`src/rtl/sink_select_pkg.sv`:
```
package sink_select_pkg;

    // Clock rate and timing figures
    localparam int CLK_HZ = 50_000_000;
    localparam int D3_WAKE_MAX_US = 50;
    localparam int D3_WAKE_MAX_CYC = (D3_WAKE_MAX_US * (CLK_HZ / 1_000_000));
    localparam int PLUG_LOW_MIN_US = 2;
    localparam int PLUG_LOW_MIN_CYC = PLUG_LOW_MIN_US * (CLK_HZ / 1_000_000);
    localparam int D3_WAKE_SETTLE_CYC = 64;
    localparam int CNT_W = 16;

    // Local control port rate limit
    localparam int I2C_MAX_KBPS = 100;
    localparam int I2C_MIN_CLK_PER_BIT = 16;

    // Output swing and input equalizer settings
    localparam int TMDS_SWING_DEF_MV = 600;
    localparam logic [9:0] TMDS_SWING_DEF = 10'h258;
    localparam logic [1:0] LVL_RESET = 2'h0;
    localparam logic [3:0] EQ_RESET = 4'h0;

    // Operating modes
    typedef enum {
        MODE_SHUTDOWN,
        MODE_STANDBY,
        MODE_DP_ACTIVE,
        MODE_HDMI_ACTIVE,
        MODE_D3
    } mode_t;

    // Snooped side-channel transaction kinds
    typedef enum logic [1:0] {
        AUX_OTHER = 2'h0,
        AUX_TRAIN = 2'h1,
        AUX_D3_ENTER = 2'h2,
        AUX_D3_EXIT = 2'h3
    } aux_kind_t;

    typedef struct packed {
        logic valid;
        aux_kind_t kind;
        logic [1:0] swing;
        logic [1:0] preemph;
    } aux_txn_t;

    // Settings held by the local control port
    typedef struct packed {
        logic train_off;
        logic [1:0] swing;
        logic [1:0] preemph;
        logic eq_set;
        logic [3:0] eq;
        logic tmds_swing_set;
        logic [9:0] tmds_swing_mv;
    } local_cfg_t;

    typedef struct packed {
        logic [1:0] swing;
        logic [1:0] preemph;
        logic [3:0] eq;
        logic [9:0] tmds_swing_mv;
    } conditioning_t;

endpackage

```
`src/rtl/sink_select_mode_control.sv`:
```
`timescale 1ns/1ps
`default_nettype none

// What this block does
// RULE1: Chip enable low: shutdown, all defaults
// RULE2: Shutdown: source plug follows either sink
// RULE3: Shutdown: other outputs released, inputs ignored
// RULE4: Standby on no sink or preference swap
// RULE5: Standby drives plug, cable detect low
// RULE6: Preference sink change passes through standby
// RULE7: Enter DP mode; tolerate short plug drops
// RULE8: Both plugged, preference low picks DP
// RULE9: DP mode: cable detect picks TMDS
// RULE10: TMDS: DDC routed, cable detect high
// RULE11: TMDS swing 600 mVpp unless overridden
// RULE12: DP signalling: AUX routed, cable detect low
// RULE13: Training snoop enables link, overridable locally
// RULE14: Monitor ignores non-training, non-D3 transactions
// RULE15: Conditioning from training, inputs, local settings
// RULE16: D3 wake brings link up within 50us
// RULE17: Local port standard mode, 100 kbps
// RULE18: Enter-D3 command disables link, port active
// RULE19: Both plugged, preference high picks HDMI
// RULE20: Squelch disables outputs until signal returns
// RULE21: System raises enable after supplies stable
// RULE22: Minimum plug low time is a parameter
module sink_select_mode_control #(
    parameter int PLUG_LOW_MIN_CYC = sink_select_pkg::PLUG_LOW_MIN_CYC,
    parameter int D3_WAKE_SETTLE_CYC = sink_select_pkg::D3_WAKE_SETTLE_CYC,
    parameter int I2C_CLK_PER_BIT = sink_select_pkg::CLK_HZ
        / (sink_select_pkg::I2C_MAX_KBPS * 1000)
) (
    // Clock and reset
    input wire logic clk,
    input wire logic rst_n,
    // Device enable, also the logic reset
    input wire logic chip_enable,
    // Sink side presence
    input wire logic dp_sink_plug_in,
    input wire logic tmds_sink_plug_in,
    input wire logic sink_cable_detect_in,
    input wire logic sink_pref_in,
    // Main link input level and equalizer control
    input wire logic squelch_in,
    input wire logic [3:0] eq_ctl_in,
    // Snooped side-channel transactions
    input wire sink_select_pkg::aux_txn_t aux_txn_in,
    // Local control port settings
    input wire sink_select_pkg::local_cfg_t local_cfg_in,
    // Source side detect outputs
    output logic source_plug_out,
    output logic source_plug_oe,
    output logic source_cable_detect_out,
    output logic source_cable_detect_oe,
    // Switch and link controls
    output logic main_link_en,
    output logic ddc_route_en,
    output logic aux_route_en,
    output logic local_port_en,
    output logic aux_monitor_en,
    output logic dp_sink_sel,
    output logic hdmi_sink_sel,
    output logic d3_active,
    output sink_select_pkg::conditioning_t conditioning_out
);

    // Settings that the logic cannot serve are refused at elaboration
    // A zero count would wrap the last count to 16'hFFFF, giving the longest standby hold and drop filter
    if (PLUG_LOW_MIN_CYC < 1
        || PLUG_LOW_MIN_CYC >= (1 << sink_select_pkg::CNT_W)) begin : g_plug_chk
        $error("plug low count out of range");
    end
    // The settle count is the whole wake latency, so it must fit the bound
    if (D3_WAKE_SETTLE_CYC < 1
        || D3_WAKE_SETTLE_CYC > sink_select_pkg::D3_WAKE_MAX_CYC) begin : g_wake_chk
        $error("D3 wake settle exceeds bound");
    end
    if (I2C_CLK_PER_BIT < sink_select_pkg::I2C_MIN_CLK_PER_BIT) begin : g_rate_chk
        $error("clock too slow for local port rate");
    end

    localparam logic [15:0] PLUG_LOW_LAST = 16'(PLUG_LOW_MIN_CYC - 1);
    localparam logic [15:0] WAKE_LAST = 16'(D3_WAKE_SETTLE_CYC - 1);

    sink_select_pkg::mode_t mode_q;
    sink_select_pkg::mode_t mode_d;
    logic [15:0] low_cnt_q;
    logic [15:0] wake_cnt_q;
    logic waking_q;
    logic trained_q;
    logic dp_drop_long;
    logic standby_done;
    logic want_dp;
    logic want_hdmi;
    logic dp_signalling;
    logic enabled;
    logic train_hit;
    logic d3_enter_hit;
    logic d3_exit_hit;

    // Reset and chip enable both force the default state
    assign enabled = rst_n && chip_enable; // RULE1 RULE21

    // Sink choice, with the preference only deciding a tie
    always_comb begin
        want_dp = dp_sink_plug_in && !(tmds_sink_plug_in && sink_pref_in); // RULE8
        want_hdmi = tmds_sink_plug_in && !(dp_sink_plug_in && !sink_pref_in); // RULE19
    end

    assign dp_signalling = !sink_cable_detect_in; // RULE9

    // Only training and D3 commands are acted on
    always_comb begin
        train_hit = aux_txn_in.valid && aux_txn_in.kind == sink_select_pkg::AUX_TRAIN; // RULE14
        d3_enter_hit = aux_txn_in.valid && aux_txn_in.kind == sink_select_pkg::AUX_D3_ENTER;
        d3_exit_hit = aux_txn_in.valid && aux_txn_in.kind == sink_select_pkg::AUX_D3_EXIT;
    end

    // A drop counts only once it outlasts the minimum low time
    assign dp_drop_long = !dp_sink_plug_in && low_cnt_q >= PLUG_LOW_LAST; // RULE7 RULE22
    assign standby_done = low_cnt_q >= PLUG_LOW_LAST; // RULE5

    // Mode sequencing
    always_comb begin
        mode_d = mode_q;
        case (mode_q)
            sink_select_pkg::MODE_SHUTDOWN: begin
                mode_d = sink_select_pkg::MODE_STANDBY;
            end
            sink_select_pkg::MODE_STANDBY: begin
                // Hold here for the full low time before any sink is shown
                if (standby_done && want_dp) begin
                    mode_d = sink_select_pkg::MODE_DP_ACTIVE; // RULE7
                end else if (standby_done && want_hdmi) begin
                    mode_d = sink_select_pkg::MODE_HDMI_ACTIVE;
                end
            end
            sink_select_pkg::MODE_DP_ACTIVE: begin
                if (dp_drop_long) begin
                    mode_d = sink_select_pkg::MODE_STANDBY; // RULE4
                end else if (dp_sink_plug_in && want_hdmi) begin
                    mode_d = sink_select_pkg::MODE_STANDBY; // RULE6
                end else if (dp_signalling && d3_enter_hit) begin
                    mode_d = sink_select_pkg::MODE_D3; // RULE18
                end
            end
            sink_select_pkg::MODE_HDMI_ACTIVE: begin
                if (!tmds_sink_plug_in || want_dp) begin
                    mode_d = sink_select_pkg::MODE_STANDBY; // RULE4 RULE6
                end
            end
            sink_select_pkg::MODE_D3: begin
                if (dp_drop_long || (dp_sink_plug_in && want_hdmi)) begin
                    mode_d = sink_select_pkg::MODE_STANDBY;
                end else if (waking_q && wake_cnt_q >= WAKE_LAST) begin
                    mode_d = sink_select_pkg::MODE_DP_ACTIVE; // RULE16
                end
            end
            default: begin
                mode_d = sink_select_pkg::MODE_STANDBY;
            end
        endcase
    end

    // Mode register
    always_ff @(posedge clk) begin
        if (!enabled) begin
            mode_q <= sink_select_pkg::MODE_SHUTDOWN; // RULE1
        end else begin
            mode_q <= mode_d;
        end
    end

    // One counter serves both the standby hold and the drop filter
    always_ff @(posedge clk) begin
        if (!enabled) begin
            low_cnt_q <= 16'h0000;
        end else if (mode_q != mode_d) begin
            low_cnt_q <= 16'h0000;
        end else if (mode_q == sink_select_pkg::MODE_STANDBY) begin
            if (!standby_done) begin
                low_cnt_q <= low_cnt_q + 16'h0001; // RULE5
            end
        end else if (dp_sink_plug_in) begin
            low_cnt_q <= 16'h0000;
        end else if (!dp_drop_long) begin
            low_cnt_q <= low_cnt_q + 16'h0001; // RULE7
        end
    end

    // D3 wake timer, started by the exit command
    always_ff @(posedge clk) begin
        if (!enabled || mode_q != sink_select_pkg::MODE_D3) begin
            waking_q <= 1'b0;
            wake_cnt_q <= 16'h0000;
        end else if (d3_exit_hit) begin
            waking_q <= 1'b1; // RULE16
        end else if (waking_q) begin
            wake_cnt_q <= wake_cnt_q + 16'h0001;
        end
    end

    // Link training result; the local port may switch snooping off
    always_ff @(posedge clk) begin
        if (!enabled) begin
            trained_q <= 1'b0;
        end else if (mode_q == sink_select_pkg::MODE_STANDBY) begin
            trained_q <= 1'b0;
        end else if (local_cfg_in.train_off) begin
            trained_q <= 1'b1; // RULE13
        end else if (mode_q == sink_select_pkg::MODE_DP_ACTIVE && dp_signalling && train_hit) begin
            trained_q <= 1'b1; // RULE13
        end
    end

    // Source plug pin; the only output still driven in shutdown
    always_ff @(posedge clk) begin
        if (!enabled) begin
            source_plug_out <= dp_sink_plug_in || tmds_sink_plug_in; // RULE2
        end else begin
            case (mode_d)
                sink_select_pkg::MODE_STANDBY,
                sink_select_pkg::MODE_SHUTDOWN: begin
                    source_plug_out <= 1'b0; // RULE5
                end
                sink_select_pkg::MODE_DP_ACTIVE,
                sink_select_pkg::MODE_D3: begin
                    // Short drops are passed on so the source sees the sink request
                    source_plug_out <= dp_sink_plug_in; // RULE7
                end
                default: begin
                    source_plug_out <= tmds_sink_plug_in;
                end
            endcase
        end
    end

    // Plug pin is driven in every mode, shutdown included
    always_ff @(posedge clk) begin
        source_plug_oe <= 1'b1; // RULE2
    end

    // Cable detect pin; released in shutdown
    always_ff @(posedge clk) begin
        if (!enabled) begin
            source_cable_detect_out <= 1'b0;
            source_cable_detect_oe <= 1'b0; // RULE3
        end else begin
            source_cable_detect_oe <= 1'b1;
            case (mode_d)
                sink_select_pkg::MODE_DP_ACTIVE,
                sink_select_pkg::MODE_D3: begin
                    source_cable_detect_out <= !dp_signalling; // RULE10 RULE12
                end
                default: begin
                    // Standby shows no sink; HDMI mode leaves it low
                    source_cable_detect_out <= 1'b0; // RULE5
                end
            endcase
        end
    end

    // Sink selection and power state flags
    always_ff @(posedge clk) begin
        if (!enabled) begin
            dp_sink_sel <= 1'b0;
            hdmi_sink_sel <= 1'b0;
            d3_active <= 1'b0;
        end else begin
            dp_sink_sel <= mode_d == sink_select_pkg::MODE_DP_ACTIVE
                || mode_d == sink_select_pkg::MODE_D3;
            hdmi_sink_sel <= mode_d == sink_select_pkg::MODE_HDMI_ACTIVE;
            d3_active <= mode_d == sink_select_pkg::MODE_D3; // RULE18
        end
    end

    // Side-channel switches and port enables
    always_ff @(posedge clk) begin
        if (!enabled) begin
            ddc_route_en <= 1'b0; // RULE3
            aux_route_en <= 1'b0;
            local_port_en <= 1'b0; // RULE1
            aux_monitor_en <= 1'b0;
        end else begin
            local_port_en <= 1'b1; // RULE4 RULE17
            ddc_route_en <= mode_d == sink_select_pkg::MODE_DP_ACTIVE
                && !dp_signalling; // RULE10
            aux_route_en <= (mode_d == sink_select_pkg::MODE_DP_ACTIVE
                || mode_d == sink_select_pkg::MODE_D3) && dp_signalling; // RULE12
            aux_monitor_en <= (mode_d == sink_select_pkg::MODE_DP_ACTIVE
                || mode_d == sink_select_pkg::MODE_D3) && dp_signalling; // RULE13 RULE18
        end
    end

    // Main link enable; squelch gates it without leaving the mode
    always_ff @(posedge clk) begin
        if (!enabled) begin
            main_link_en <= 1'b0; // RULE1
        end else if (squelch_in) begin
            main_link_en <= 1'b0; // RULE20
        end else begin
            case (mode_d)
                sink_select_pkg::MODE_DP_ACTIVE: begin
                    // TMDS signalling needs no training
                    main_link_en <= !dp_signalling || trained_q; // RULE13
                end
                sink_select_pkg::MODE_HDMI_ACTIVE: begin
                    main_link_en <= 1'b1;
                end
                default: begin
                    main_link_en <= 1'b0; // RULE4 RULE18
                end
            endcase
        end
    end

    // Output conditioning and input equalizer
    always_ff @(posedge clk) begin
        if (!enabled) begin
            conditioning_out.swing <= sink_select_pkg::LVL_RESET;
            conditioning_out.preemph <= sink_select_pkg::LVL_RESET;
            conditioning_out.eq <= sink_select_pkg::EQ_RESET;
            conditioning_out.tmds_swing_mv <= sink_select_pkg::TMDS_SWING_DEF;
        end else begin
            // Local setting wins over the control pins
            conditioning_out.eq <= local_cfg_in.eq_set ? local_cfg_in.eq : eq_ctl_in; // RULE15
            conditioning_out.tmds_swing_mv <= local_cfg_in.tmds_swing_set
                ? local_cfg_in.tmds_swing_mv : sink_select_pkg::TMDS_SWING_DEF; // RULE11
            if (local_cfg_in.train_off) begin
                conditioning_out.swing <= local_cfg_in.swing; // RULE13 RULE15
                conditioning_out.preemph <= local_cfg_in.preemph;
            end else if (mode_q == sink_select_pkg::MODE_DP_ACTIVE && dp_signalling
                && train_hit) begin
                conditioning_out.swing <= aux_txn_in.swing; // RULE15
                conditioning_out.preemph <= aux_txn_in.preemph;
            end
        end
    end

endmodule

`default_nettype wire

```
`config.mk`:
```
export PLATFORM = sky130hd
export DESIGN_NAME = sink_select_mode_control
export DESIGN_NICKNAME = d
export VERILOG_FILES = /design/src/rtl/sink_select_pkg.sv /design/src/rtl/sink_select_mode_control.sv
export SDC_FILE = /design/constraint.sdc
export NUM_CORES = 1
export LEC_CHECK = 0
export BUFFER_PORTS_ARGS = -buffer_cell sky130_fd_sc_hd__buf_2
export CORE_UTILIZATION = 58
export DETAILED_ROUTE_END_ITERATION = 16
export GPL_TIMING_DRIVEN = 0
export PLACE_DENSITY_LB_ADDON = 0.2
export SYNTH_ARGS = -nofsm -noshare
export SYNTH_HDL_FRONTEND = slang
export SYNTH_SLANG_ARGS = --single-unit
```
`constraint.sdc`:
```
create_clock -name clk -period 4.5 [get_ports clk]
set_clock_uncertainty 0.05 [all_clocks]
set_input_delay 0.675 -clock clk [delete_from_list [all_inputs] [get_ports clk]]
set_output_delay 0.675 -clock clk [all_outputs]
set_load 0.005 [all_outputs]
```
==> flow_summary.yaml, run 1 <==
clocking:
  path_clk_slew_ns: 0.08
  numCtsBuffers: 9
  cts_tree: "done"
  cts_buffer_depth: 2
  clk_latency_ns: 0.35
  cts_hold_buffers: 0
  clock-root-buffer: "clkbuf_8"
  post_cts_buffers: 0
  clkSinkCount: 93
  htree_levels: 3
  cts.repair.resized: 0
timing:
  tightest_slew_ns: 0.656
  fin_crit_ns: 2.48
  setup-violations-final: 0
  hold_slack_ns: 0.402
  drv_slew: 0
  relSlewSlack_pct: 56.0
  rsz0062_at_grt: "no"
  hold_viol: 0
  finalSetupTns_ns: 0
  fmax_ghz: 0.404
  fin_crit_sh_pct: 55.0
setup_path:
  crit_top_cell: "nor2_1"
  worstPathMaxFanout: 10
  worstSetupStartpoint: "mode_q[20]"
  worstReg2RegEnd: "wake_cnt_q[8]"
  rr_worst_depth: 8
  critPathRequiredTime_ns: 4.73
  crit_path_end: "wake_cnt_q[8]"
  rr_startpoint: "mode_q[20]"
  reg2reg_setup_slack_ns: 2.02
  arrival_ns: 2.71
  startpoint_type: "flop"
  path_class: "flop to flop"
  crit_path_end_kind: "flop"
  slowest_delay_ns: 0.34
  crit_slowest_cell: "nand4_1"
  crit_chain: "nor4_1 > nand4_1 > or2_1 > buf_6 > nor2_1 > nand2_1 > clkbuf_1 > nor2_1"
yosys:
  synth.top_cell.area_share_pct: 52.3
  ys_seq_area_share_pct: 52.3
  synth_edf_count: 0
  synth_adder_area_share_pct: 0.703
  synth_ff_type: "dfxtp_1"
  synth.area.top_cells: "dfxtp_1 52%, nor2_1 4.6%, xor2_1 3.0%"
  synth_top_family_by_area: "simple AND/OR/NAND/NOR gates"
  synth_compound_area_share_pct: 9.84
  synth_common_cells: "93 x dfxtp_1, 44 x nor2_1, 18 x nand2_1"
  synth-xor-area-share_pct: 5.66
  synth_top_cell_by_area: "dfxtp_1"
  yosysWarnings: 0
  synth.most_common_cell: "dfxtp_1"
  synthArstFlopShare_pct: 0
  synthSimpleGateAreaFrac_pct: 23.3
  synth.area.mux_share_pct: 4.39
  synth.distinct_cells: 54
  synth_area_per_cell_um2: 10.1
  netlist_area_um2: 3560
  synthCells: 353
  ys_ff_latch: 93
finish:
  nets: 501
  diodes: 0
  final_core_util_pct: 72.3
  area_growth_pct: 20.2
  final.fill_count: 476
  drive_gt1_share_pct: 25.2
die:
  start_util_pct: 60.1
  num_rows: 28
  dieArea_um2: 6460
  die_y_um: 80.4
  fp.dieW_um: 80.4
  io_pins: 70
  core_area_um2: 5920
global_route:
  grt_pass1_vias: 2495
  grt_antenna_before_repair: 0
  grt-ovfl-total: 0
  track_usage_pct: 21.6
  grt_max_degree: 16
  grt_pass1_wl_mm: 10.8
route:
  drc_errors: 0
  drtIter0Drc: 114
  routed_wl_mm: 6.60
  drtPass1Iterations: 4
  avgViaCountPerCell: 5.24
  wl_per_cell_um: 12.3
  vias: 2824
  ant_nets: 0
run_status:
  status: "finished, final reports clean"
min_path:
  holdCritPathClass: "flop to flop"
placement:
  gp_congestion: 0.884
  io_buffer_count: 67
  dpl.hpwl_mm: 5.04
power_and_ir_drop:
  power_mw: 1.42
  p_leak_nw: 1.77
  p_per_area_nw_per_um2: 331
  ir_drop_uv: 315
flow_run:
  drv_cap: 0
[power by group]
part           internal, mW  switching (mW)  total [mW]
clock network         0.231           0.272       0.503
registers             0.843         0.00553       0.849
logic                0.0322          0.0327      0.0649
total                  1.11           0.311        1.42
[placed cells by master, fill, tap and decap left out, types with 4 or more instances in the layout]
cell and count:
nor3_1 12, buf_2 68, conb_1 30, inv_1 9
o21ai_0 5, nor2_1 44, nand4_1 8, xnor2_1 11
dfxtp_1 93, nand3_1 11, a21oi_1 8, nor3_2 10
nor4_1 11, a211oi_1 5, mux2_2 5, buf_6 4
or2_2 4, clkbuf_1 6, and3_1 14, mux2i_1 10
xor2_1 12, clkbuf_8 11, a31oi_1 8, nand2_1 18
[sequential cells by signal, indices dropped and copies added (netlist names), 16 cells and up]
signal,cells
mode_q,32
low_cnt_q,16
wake_cnt_q,16
conditioning_out,18
[metrics by stage]
stage,setup slack (ns),area (um^2),cells
after CTS,2.00,4280,539
after global placement,2.04,4100,523
after global routing,1.85,4280,539
after floorplan,2.38,3670,381
after detailed placement,1.99,4100,523
final,2.02,4280,539
[worst min path at each step]
stage,start,cells past startpoint,end
floorplan,trained_q,2,trained_q
global placement,trained_q,2,trained_q
detailed placement,trained_q,2,trained_q
CTS,trained_q,2,trained_q
global route,squelch_in,2,main_link_en
finish,trained_q,2,trained_q
[critical path: cells and delay by family, from the launching register on]
kind	cells	cell delay [ns]
and+or+nand+nor	6	1.62
buffers and inverters	2	0.43
DFF	1	0.31
[logic make-up after synthesis]
kind of cell | count (synthesis)
other | 2
buffers and inverters | 23
flip-flops | 93
multiplexers | 15
AO/OA/AOI/OAI | 45
adder cells (fa/ha/maj) | 2
XOR/XNOR | 23
AND/OR/NAND/NOR | 150
[area by class of cell]
cell class	instances	area, um^2	area share [%]
Sequential cell	93	1860	43.5
Clock buffer	11	151	3.54
Inverter	9	33.8	0.789
Tap cell	75	93.8	2.19
Multi-Input combinational cell	265	1680	39.1
Clock inverter	5	33.8	0.789
Buffer	14	95.1	2.22
Timing Repair Buffer	67	335	7.83
[per-layer routing]
metal	up-vias	wire, um	share of wire, %	global-route usage (%)
li1	1429	-	-	-
met1	1297	2930	44	26.5
met2	84	3140	48	35.9
met3	14	381	5.8	5.00
met4	0	144	2.2	9.29
met5	-	0	0	0
(Power assumes the default switching activity.)
==> run 2, diff against run 1 <==
--- a/config.mk
+++ b/config.mk
@@ -6,7 +6,7 @@
 export NUM_CORES = 1
 export LEC_CHECK = 0
 export BUFFER_PORTS_ARGS = -buffer_cell sky130_fd_sc_hd__buf_2
-export CORE_UTILIZATION = 58
+export CORE_UTILIZATION = 49
 export DETAILED_ROUTE_END_ITERATION = 16
 export GPL_TIMING_DRIVEN = 0
 export PLACE_DENSITY_LB_ADDON = 0.2
==> constraint.sdc (replaced) <==
create_clock -name clk -period 2.1 [get_ports clk]
set_clock_uncertainty 0.05 [all_clocks]
set_input_delay 0.315 -clock clk [delete_from_list [all_inputs] [get_ports clk]]
set_output_delay 0.315 -clock clk [all_outputs]
set_load 0.005 [all_outputs]
==> run 2 against run 1 <==
  * The run now ends with negative setup slack left
  * Critical endpoint is now low_cnt_q[14]
  * Fmax is 16% higher
  * Cell count is 5.8% higher
  * Combinational power is 140% higher
  * Worst hold slack worse by 0.31 ns
  * First-iteration DRC count is 3.5% lower
  * Critical path depth is 1 lower
==> flow_summary.yaml, run 2 (synthesized netlist as in run 1, its figures left out) <==
die:
  start_util_pct: 51.6
  num_rows: 30
  die_y_um: 87.2
  core_area_um2: 6910
  dieArea_um2: 7610
  fp.dieW_um: 87.2
  io_pins: 70
route:
  drc_errors: 0
  vias: 2887
  drtIter0Drc: 110
  avgViaCountPerCell: 5.06
  ant_nets: 0
  wl_per_cell_um: 13.2
  routed_wl_mm: 7.55
  drtPass1Iterations: 4
setup_path:
  critPathBufInv: 1
  arrival_ns: 2.34
  critPathRequiredTime_ns: 2.31
  reg2reg_setup_slack_ns: -0.04
  rr_worst_depth: 7
  critPathTopFamily: "simple AND/OR/NAND/NOR gates"
  rr_startpoint: "mode_q[16]"
  crit_chain: "nor4_4 > nand4_2 > or4_4 > o32ai_2 > mux2_4 > clkbuf_16 > nor3_2"
  path_class: "flop to flop"
  worstSetupStartpoint: "mode_q[16]"
  slowest_delay_ns: 0.60
  crit_path_end: "low_cnt_q[14]"
  worstReg2RegEnd: "low_cnt_q[14]"
  crit_slowest_cell: "or4_4"
  worstPathMaxFanout: 5
  path_depth: 7
  crit_path_end_kind: "flop"
  startpoint_type: "flop"
power_and_ir_drop:
  p_per_area_nw_per_um2: 663
  p_leak_nw: 1.91
  ir_drop_uv: 550
  power_mw: 3.16
timing:
  fin_crit_ns: 2.14
  fmax_ghz: 0.467
  finalWorstSetupSlack_ns: -0.0391
  tightest_slew_ns: 0.633
  rsz0062_at_grt: "yes"
  fin_crit_sh_pct: 102
  finalSetupTns_ns: -0.353
  relSlewSlack_pct: 57.6
  drv_slew: 0
  setup-violations-final: 15
  hold_viol: 0
placement:
  placedCellCount: 544
  dpl.hpwl_mm: 5.14
  gp_congestion: 0.857
  place_area_um2: 4130
  io_buffer_count: 67
global_route:
  track_usage_pct: 20.0
  grt.met2_usage_pct: 33.4
  grt_antenna_before_repair: 0
  grt_busiest_layer: "met2"
  grt_pass1_wl_mm: 11.9
  grtUsageMet1_pct: 24.7
  grt-ovfl-total: 0
  grt_pass1_vias: 2702
  met3_usage_pct: 6.26
  grt_max_degree: 17
finish:
  layout_commonest_cell: "dfxtp_1"
  drive_gt1_share_pct: 37.1
  diodes: 0
  nets: 511
  final_area_um2: 4770
  largest_reg_flops: 32
  reg_top3: "mode_q (32), conditioning_out (18)"
  area_growth_pct: 33.9
  instances_no_fill: 570
  final_cell_mix: "83 x dfxtp_1, 68 x buf_2, 40 x nor2_1"
  regMostFlops: "mode_q"
clocking:
  clock-root-buffer: "clkbuf_8"
  clkSinkCount: 93
  htree_levels: 3
  cts_tree: "done"
  path_clk_slew_ns: 0.09
  clk_latency_ns: 0.36
  cts_buffer_depth: 2
  numCtsBuffers: 9
run_status:
  violations: "negative setup slack"
  status: "complete, but fails checks"
min_path:
  holdCritPathClass: "input port to flop"
flow_run:
  drv_cap: 0
-- run 2: changes by cell type in the layout (fill, tap and decap cells not counted), sizes merged --
| cell | change |
|---|---|
| buf | +11 |
| clkbuf | -3 |
| clkinv | +3 |
| clkinvlp | -2 |
| bufinv | +1 |
-- run 2: layer usage --
metal	part of all wire, %	up-vias
met5	0	-
met1	43	1347
li1	-	1451
met4	1.1	0
met3	6.0	9
met2	50	80
-- run 2: final cells by class --
cell class | count | area, um^2
Fill cell | 561 | 2140
Multi-Input combinational cell | 265 | 1960
Sequential cell | 93 | 1870
Timing Repair Buffer | 79 | 479
Clock buffer | 9 | 124
Tap cell | 96 | 120
Buffer | 12 | 100
Clock inverter | 7 | 75.1
Inverter | 9 | 33.8
-- run 2: where the power goes --
part	internal, mW	switching, mW
Sequential	1.81	0.0256
Combinational	0.0760	0.0776
Clock	0.556	0.616
Total	2.44	0.719
-- run 2: worst min path at each step --
stage,start,to,slack [ns],cells after the start
2_1_floorplan,squelch_in,main_link_en,0.34,1
3_3_place_gp,trained_q,trained_q,0.39,2
3_5_place_dp,trained_q,trained_q,0.39,2
4_1_cts,squelch_in,main_link_en,0.06,2
5_1_grt,squelch_in,main_link_en,0.07,2
6_report,local_cfg_in[6],conditioning_out[6],0.09,2
-- run 2: stage by stage --
| step | hold slack (ns) | worst slack [ns] | utilization, % |
|---|---|---|---|
| final | 0.0885 | -0.0391 | 69.1 |
| after global placement | 0.389 | -0.295 | 59.8 |
| after detailed placement | 0.395 | -0.347 | 59.8 |
| after global routing | 0.0684 | -0.156 | 69.1 |
| after floorplan | 0.343 | 0.00262 | - |
| after CTS | 0.0573 | -0.0230 | 65.7 |
-- run 2: what timing repair did --
action | in CTS | in global routing
hold buffers | 0 | 0
setup buffers | 7 | 4
setup endpoints to repair | 38 | 34
resized for setup | 29 | 40
gates cloned | 0 | 1
pin swaps | 9 | 13
